==> src/logic/psg_consts.svh <==
// timing constants for the pseudo-static ram write guard
// assumes a 10 MHz ref_clk_i; every count derives from the period below
`ifndef PSG_CONSTS_SVH
`define PSG_CONSTS_SVH

`define PSG_CLK_PERIOD_NS 100
// longest select-active or address-valid time, in ns
`define PSG_MAX_SELECT_ACTIVE_TIME_NS 10000
`define PSG_WRITE_STROBE_WIDTH_NS 46
`define PSG_DATA_VALID_WINDOW_NS 23
`define PSG_WRITE_CYCLE_TIME_NS 70
`define PSG_READ_ACCESS_NS 70
// longest time rounds down, least times round up, none below one cycle
`define PSG_MAX_SEL_CYC (`PSG_MAX_SELECT_ACTIVE_TIME_NS / `PSG_CLK_PERIOD_NS)
`define PSG_WP_CYC ((`PSG_WRITE_STROBE_WIDTH_NS + `PSG_CLK_PERIOD_NS - 1) / `PSG_CLK_PERIOD_NS)
`define PSG_WC_CYC ((`PSG_WRITE_CYCLE_TIME_NS + `PSG_CLK_PERIOD_NS - 1) / `PSG_CLK_PERIOD_NS)
`define PSG_RD_CYC ((`PSG_READ_ACCESS_NS + `PSG_CLK_PERIOD_NS - 1) / `PSG_CLK_PERIOD_NS)
// select stays low load+1 cycles, so load two short of the limit
`define PSG_SEL_GUARD_LOAD (`PSG_MAX_SEL_CYC - 2)
// read waits access time plus the two-flop data synchroniser
`define PSG_RD_LOAD (`PSG_RD_CYC + 2)

`endif

==> src/logic/psg_pkg.sv <==
// types shared by the write guard and its cycle timer
// assumes nothing beyond a systemverilog compiler
package psg_pkg;
  typedef logic [7:0] psg_len_t;
  typedef enum logic [2:0] {
    PSG_IDLE,
    PSG_SETUP,
    PSG_STROBE,
    PSG_READ,
    PSG_FINISH
  } psg_state_t;
endpackage

==> src/logic/psg_timer_if.sv <==
// carrier between the write guard and a cycle timer
// assumes owner and timer share ref_clk_i
`timescale 1ns/1ns
interface psg_timer_if;
  logic start;
  psg_pkg::psg_len_t load;
  logic expired;
  logic busy;
  modport owner (output start, output load, input expired, input busy);
  modport timer (input start, input load, output expired, output busy);
endinterface

==> src/logic/psg_timer.sv <==
// down-counting cycle timer; expired pulses load cycles after start
// assumes a synchronous active-high reset and load of at least one
`timescale 1ns/1ns
module psg_timer (
  input wire logic ref_clk_i,
  input wire logic srst_i,
  psg_timer_if.timer tmr
);
  import psg_pkg::*;

  psg_len_t cnt_q;
  logic expired_q;

  // a new start always reloads, so a stale count never leaks into the next access
  always_ff @(posedge ref_clk_i) begin
    if (srst_i) begin
      cnt_q <= 8'h00;
      expired_q <= 1'b0;
    end else if (tmr.start) begin
      cnt_q <= tmr.load;
      expired_q <= 1'b0;
    end else begin
      if (cnt_q != 8'h00) begin
        cnt_q <= cnt_q - 8'h01;
      end
      expired_q <= (cnt_q == 8'h01);
    end
  end

  assign tmr.expired = expired_q;
  assign tmr.busy = (cnt_q != 8'h00);
endmodule // psg_timer

==> src/logic/psg_write_guard.sv <==
// host controller for an asynchronous pseudo-static ram, guarding its hidden refresh
// assumes a 10 MHz ref_clk_i, a synchronous reset and a ram on plain async pins
`timescale 1ns/1ns
`include "psg_consts.svh"
module psg_write_guard #(
  parameter int AW = 22,
  parameter int DW = 16
) (
  input wire logic ref_clk_i,
  input wire logic srst_i,
  input wire logic req_valid_i,
  input wire logic req_write_i,
  input wire logic req_ext_i,
  input wire psg_pkg::psg_len_t req_len_i,
  input wire logic [AW-1:0] req_addr_i,
  input wire logic [DW-1:0] req_wdata_i,
  input wire logic page_mode_i,
  output logic req_ready_o,
  output logic done_o,
  output logic trunc_o,
  output logic [DW-1:0] rdata_o,
  output logic ce_n_o,
  output logic we_n_o,
  output logic oe_n_o,
  output logic [AW-1:0] addr_o,
  output logic [DW-1:0] dq_o,
  output logic dq_oe_o,
  input wire logic [DW-1:0] dq_i
);
  import psg_pkg::*;

  // refuse settings the guard cannot honour
  if (`PSG_SEL_GUARD_LOAD < `PSG_WC_CYC || `PSG_SEL_GUARD_LOAD > 255) begin : g_bad_guard
    $error("select guard load out of range");
  end
  if (AW < 1 || DW < 1) begin : g_bad_width
    $error("address and data widths must be positive");
  end

  localparam psg_len_t GUARD_LOAD = 8'(`PSG_SEL_GUARD_LOAD);
  localparam psg_len_t RD_LOAD = 8'(`PSG_RD_LOAD);
  localparam psg_len_t WP_CYC = 8'(`PSG_WP_CYC);
  localparam psg_len_t WC_CYC = 8'(`PSG_WC_CYC);

  psg_state_t state_q;
  psg_len_t len_q;
  logic ext_q;
  logic [DW-1:0] dq_s1_q;
  logic [DW-1:0] dq_s2_q;
  logic accept;

  psg_timer_if sel_if ();
  psg_timer_if stb_if ();

  psg_timer u_sel_timer (
    .ref_clk_i(ref_clk_i),
    .srst_i(srst_i),
    .tmr(sel_if.timer)
  );

  psg_timer u_stb_timer (
    .ref_clk_i(ref_clk_i),
    .srst_i(srst_i),
    .tmr(stb_if.timer)
  );

  assign accept = req_valid_i && req_ready_o && (state_q == PSG_IDLE);

  // select guard starts with chip select on every write; strobe timer paces both kinds
  always_comb begin
    sel_if.start = accept && req_write_i;
    sel_if.load = GUARD_LOAD;
    stb_if.start = (accept && !req_write_i) || (state_q == PSG_SETUP);
    stb_if.load = (state_q == PSG_SETUP) ? len_q : RD_LOAD;
  end

  // data pins cross from the ram's domain through two flops
  always_ff @(posedge ref_clk_i) begin
    if (srst_i) begin
      dq_s1_q <= '0;
      dq_s2_q <= '0;
    end else begin
      dq_s1_q <= dq_i;
      dq_s2_q <= dq_s1_q;
    end
  end

  // access sequencer; the pins are flops so no glitch reaches the ram
  always_ff @(posedge ref_clk_i) begin
    if (srst_i) begin
      state_q <= PSG_IDLE;
      req_ready_o <= 1'b1;
      done_o <= 1'b0;
      trunc_o <= 1'b0;
      ce_n_o <= 1'b1;
      we_n_o <= 1'b1;
      oe_n_o <= 1'b1;
      addr_o <= '0;
      dq_o <= '0;
      dq_oe_o <= 1'b0;
      len_q <= 8'h00;
      ext_q <= 1'b0;
    end else begin
      done_o <= 1'b0;
      trunc_o <= 1'b0;
      case (state_q)
        PSG_IDLE: begin
          if (accept) begin
            req_ready_o <= 1'b0;
            ce_n_o <= 1'b0;
            addr_o <= req_addr_i;
            if (req_write_i) begin
              dq_o <= req_wdata_i; // data valid from setup until after the strobe
              dq_oe_o <= 1'b1;
              ext_q <= req_ext_i;
              // only extended writes stretch; normal ones use the plain strobe width
              if (req_ext_i) begin
                len_q <= (req_len_i < WC_CYC) ? WC_CYC : req_len_i;
              end else begin
                len_q <= WP_CYC;
              end
              state_q <= PSG_SETUP;
            end else begin
              oe_n_o <= 1'b0; // reads never wait on refresh
              state_q <= PSG_READ;
            end
          end
        end
        PSG_SETUP: begin
          we_n_o <= 1'b0;
          state_q <= PSG_STROBE;
        end
        PSG_STROBE: begin
          // guard wins over a long strobe: refresh starvation would corrupt the array
          if (stb_if.expired || sel_if.expired) begin
            we_n_o <= 1'b1;
            ce_n_o <= 1'b1; // address changes alone never free refresh
            trunc_o <= sel_if.expired && !stb_if.expired;
            state_q <= PSG_FINISH;
          end
        end
        PSG_READ: begin
          if (stb_if.expired) begin
            oe_n_o <= 1'b1;
            ce_n_o <= 1'b1;
            state_q <= PSG_FINISH;
          end
        end
        PSG_FINISH: begin
          dq_oe_o <= 1'b0; // hold data one cycle past the strobe
          done_o <= 1'b1;
          req_ready_o <= 1'b1; // standby cycle before any new access
          state_q <= PSG_IDLE;
        end
        default: begin
          state_q <= PSG_IDLE;
        end
      endcase
    end
  end

  // read data captured from the synchronised bus as output enable rises
  always_ff @(posedge ref_clk_i) begin
    if (srst_i) begin
      rdata_o <= '0;
    end else if (state_q == PSG_READ && stb_if.expired) begin
      rdata_o <= dq_s2_q;
    end
  end

  // helper counters for the checks below
  logic [7:0] ce_low_cnt;
  logic [8:0] we_low_cnt;
  always_ff @(posedge ref_clk_i) begin
    if (srst_i || ce_n_o) begin
      ce_low_cnt <= 8'h00;
    end else if (ce_low_cnt != 8'hff) begin
      ce_low_cnt <= ce_low_cnt + 8'h01;
    end
  end
  always_ff @(posedge ref_clk_i) begin
    if (srst_i || we_n_o) begin
      we_low_cnt <= 9'h000;
    end else if (we_low_cnt != 9'h1ff) begin
      we_low_cnt <= we_low_cnt + 9'h001;
    end
  end
endmodule // psg_write_guard

==> config.mk <==
export PLATFORM = sky130hd
export DESIGN_NAME = psg_write_guard
export DESIGN_NICKNAME = d
export VERILOG_FILES = /design/src/logic/psg_pkg.sv /design/src/logic/psg_timer_if.sv /design/src/logic/psg_timer.sv /design/src/logic/psg_write_guard.sv
export VERILOG_INCLUDE_DIRS = /design/src /design/src/logic
export SDC_FILE = /design/constraint.sdc
export NUM_CORES = 1
export LEC_CHECK = 0
export BUFFER_PORTS_ARGS = -buffer_cell sky130_fd_sc_hd__buf_2
export CAP_MARGIN = 20
export CORE_MARGIN = 2
export CORE_UTILIZATION = 38
export CTS_CLUSTER_DIAMETER = 40
export DETAILED_ROUTE_END_ITERATION = 10
export GPL_TIMING_DRIVEN = 0
export PLACE_DENSITY_LB_ADDON = 0.2
export SLEW_MARGIN = 10
export SYNTH_ARGS = -nofsm -noshare
export SYNTH_HDL_FRONTEND = slang
export SYNTH_SLANG_ARGS = --single-unit
==> constraint.sdc <==
create_clock -name ref_clk_i -period 3.38 [get_ports ref_clk_i]
set_input_delay 0.507 -clock ref_clk_i [delete_from_list [all_inputs] [get_ports ref_clk_i]]
set_output_delay 0.507 -clock ref_clk_i [all_outputs]
set_load 0.01 [all_outputs]
==> flow_metrics.tcl <==
set metrics [dict create \
    worst_path_max_delay_cell "or4b_4" \
    synth_area_leaders "dfxtp_1 (54%), nand2_1 (11%), a21oi_1 (8.4%)" \
    ys_seq_area_frac 0.537 \
    post-cts-setup-buffers 0 \
    placed_area_um2 5360 \
    wl_per_cell_um 13.5 \
    synthFlopType "dfxtp_1" \
    timing.final.crit_share 0.507 \
    r2r-end "u_stb_timer.cnt_q[4]$_SDFFE_PP0P_" \
    synth_top_area_cell "dfxtp_1" \
    htreeDepth 4 \
    p_leak_nw 2.53 \
    grt_pass1_wl_um 18500 \
    first_iter_violations 188 \
    synth_mux_area_frac 0.00468 \
    cp-start-kind "flop" \
    yosysMostFrequentCell "nand2_1" \
    syn_area_per_cell_um2 8.81 \
    num_vias 3929 \
    worstRegToRegCells 6 \
    die_w_um 113 \
    outcome "complete, no violations" \
    yosys.area.top_type_share 0.537 \
    hold_buffers 0 \
    cp-startpoint "u_stb_timer.cnt_q[0]$_SDFFE_PP0P_" \
    path_delay_family "simple AND/OR/NAND/NOR gates" \
    register_area_um2 2440 \
    gp_congestion 0.823 \
    antenna_found_initial 0 \
    cp-end-kind "flop" \
    cts_root_buf "clkbuf_16" \
    drcViolationCount 0 \
    rrSetupSlack_ns 1.67 \
    synth-seq-cells 122 \
    wl_um 11100 \
    synth_xor_area_frac 0.00963 \
    start_util 0.393 \
    worstPathCellList "inv_1, ha_1, or4b_4, a211oi_2, o22ai_1, a21oi_1" \
    ant_nets 0 \
    grt_pass1_vias 3945 \
    viasPerCell 4.81 \
    stdcell_area_um2 5980 \
    core_um2 11600 \
    netlist_area_um2 4550 \
    die_area_um2 12900 \
    min_period_ns 1.71 \
    rsz0062_at_grt "no" \
    num-fill-cells 1083 \
    final-max-slew-violation-count 0 \
    grt.total_usage 0.183 \
    clkSlewWorstSetupHoldPaths_ns 0.06 \
    first_pass_iters 4 \
    critPathKind "flop to flop" \
    multi_input_area_um2 1900 \
    cts_num_sinks 122 \
    drive_above_1_share 0.276 \
    antennaDiodeCount 0 \
    synth_top_family_by_area "simple AND/OR/NAND/NOR gates" \
    final_cells 817 \
    dp_cells 785 \
    synth_enable_flop_cells 0 \
    yosysUniqueCellTypes 54 \
    crit_cells 6 \
    cts-buffers-inserted 17 \
    endpoint "u_stb_timer.cnt_q[4]$_SDFFE_PP0P_" \
    syn2layout_area_growth_pct 31.6 \
    die_y_um 113 \
    synthSimpleGateAreaFrac 0.258 \
    yosysWarnings 0 \
    min-delay-start "dq_i[15]" \
    fmax_mhz 584 \
    ir_worst_vdd_mv 0.394 \
    synthArstFlopShare 0 \
    cp.arrival_ns 2.05 \
    worst_slew_pin_slew_ns 0.625 \
    maxSlewHeadroom 0.583 \
    holdWs_ns 0.314 \
    cts-resized-gates 0 \
    cp_slowest_stage_delay_ns 0.51 \
    clock_skew_ns 0.00682 \
    synth_common_cells "nand2_1 (129), dfxtp_1 (122), a21oi_1 (76), nor2b_1 (35), nand3_1 (16)" \
    synth_nets 589 \
    hold_viol 0 \
    maxCapViolations 0 \
    dp_hpwl_um 8160 \
    synthAdderAreaFrac 0.0138 \
    io-pin-count 129 \
    crit_buf_inv 1 \
    ctsLongestPathBuffers 2 \
    io_buffers 126 \
    cts_tree "built" \
    clock_latency_ns 0.41 \
    setup_tns_ns 0 \
    hold_class "input port to flop" \
    synth_compound_area_frac 0.132 \
    overflow 0 \
    reg2reg_from "u_stb_timer.cnt_q[0]$_SDFFE_PP0P_" \
    cp_max_fo 6 \
    grt_max_degree 17 \
    syn_inst 516 \
    utilization 0.517 \
    required_ns 3.71 \
    fin_nets 734 \
    setup_viol 0 \
    row_count 39 \
    powerDensity_nw_per_um2 797 \
]
-- sequential cells by signal, summed over array words and instances, names as in the netlist --
register and flops:
rdata_o 16, u_sel_timer.tmr.expired 1, dq_oe_o 1, u_stb_timer.tmr.expired 1, done_o 1, we_n_o 1
oe_n_o 1, state_q 3, u_sel_timer.cnt_q 8, len_q 8, ce_n_o 1, addr_o 22
dq_o 16, dq_s1_q 16, trunc_o 1, req_ready_o 1, dq_s2_q 16, u_stb_timer.cnt_q 8
-- final cells by class --
| type | count | share of cell area |
|---|---|---|
| clock buffer | 18 | 0.0717 |
| sequential | 122 | 0.408 |
| buffer | 30 | 0.0278 |
| inverter | 10 | 0.00627 |
| tap | 143 | 0.0299 |
| multi-input combinational | 354 | 0.318 |
| clock inverter | 14 | 0.0332 |
| timing repair buffer | 126 | 0.105 |
-- metrics by stage --
stage | total power, W | setup slack [ns]
floorplan | 0.00259 | 1.82
global placement | 0.00286 | 1.51
detailed placement | 0.00290 | 1.42
CTS | 0.00480 | 1.65
global route | 0.00503 | 1.54
finish | 0.00477 | 1.67
-- power by group --
group	leakage [nW]	total [W]	switching [W]	internal (W)
combinational	1.24	0.00112	0.000632	0.000490
sequential	0.999	0.00175	0.000135	0.00161
clock	0.292	0.00190	0.000661	0.00124
-- worst min-delay path by stage --
| stage | cells past startpoint | end |
|---|---|---|
| global placement | 1 | dq_s2_q[15]$_SDFF_PP0_ |
| detailed placement | 1 | dq_s2_q[0]$_SDFF_PP0_ |
| global route | 2 | dq_s1_q[9]$_SDFF_PP0_ |
| finish | 2 | dq_s1_q[15]$_SDFF_PP0_ |
| floorplan | 1 | dq_s2_q[0]$_SDFF_PP0_ |
| CTS | 2 | dq_s1_q[15]$_SDFF_PP0_ |
-- cells by family after synthesis --
logic type | Yosys count
and+or+nand+nor | 234
muxes | 2
buffers and inverters | 40
xor gates and xnor gates | 5
DFF | 122
AOI/OAI and AO/OA | 108
adders and majority gates | 5
-- worst reg2reg max path, cell delays in order, from the launching register on --
cell	delay, ns
dfxtp_1	0.37
inv_1	0.10
ha_1	0.23
or4b_4	0.51
a211oi_2	0.21
o22ai_1	0.09
a21oi_1	0.14
-- cell usage in the layout (no fill, tap or decap), types with 5 or more instances in the layout --
master / n
dfxtp_1: 122
buf_2: 133
nor2b_1: 35
inv_1: 10
clkbuf_1: 16
clkbuf_16: 17
a21oi_1: 76
o21ai_1: 5
ha_1: 5
nand2_1: 129
nor3_1: 7
clkinv_4: 5
nand3_1: 16
nor2_1: 15
-- per-layer routing --
layer | up-vias | routed length [µm] | track usage
li1 | 2019 | - | -
met1 | 1798 | 4980 | 0.221
met2 | 100 | 5240 | 0.303
met3 | 12 | 737 | 0.0707
met4 | 0 | 106 | 0.0537
met5 | - | 0 | 0
Power figures use the tool's default switching activity.
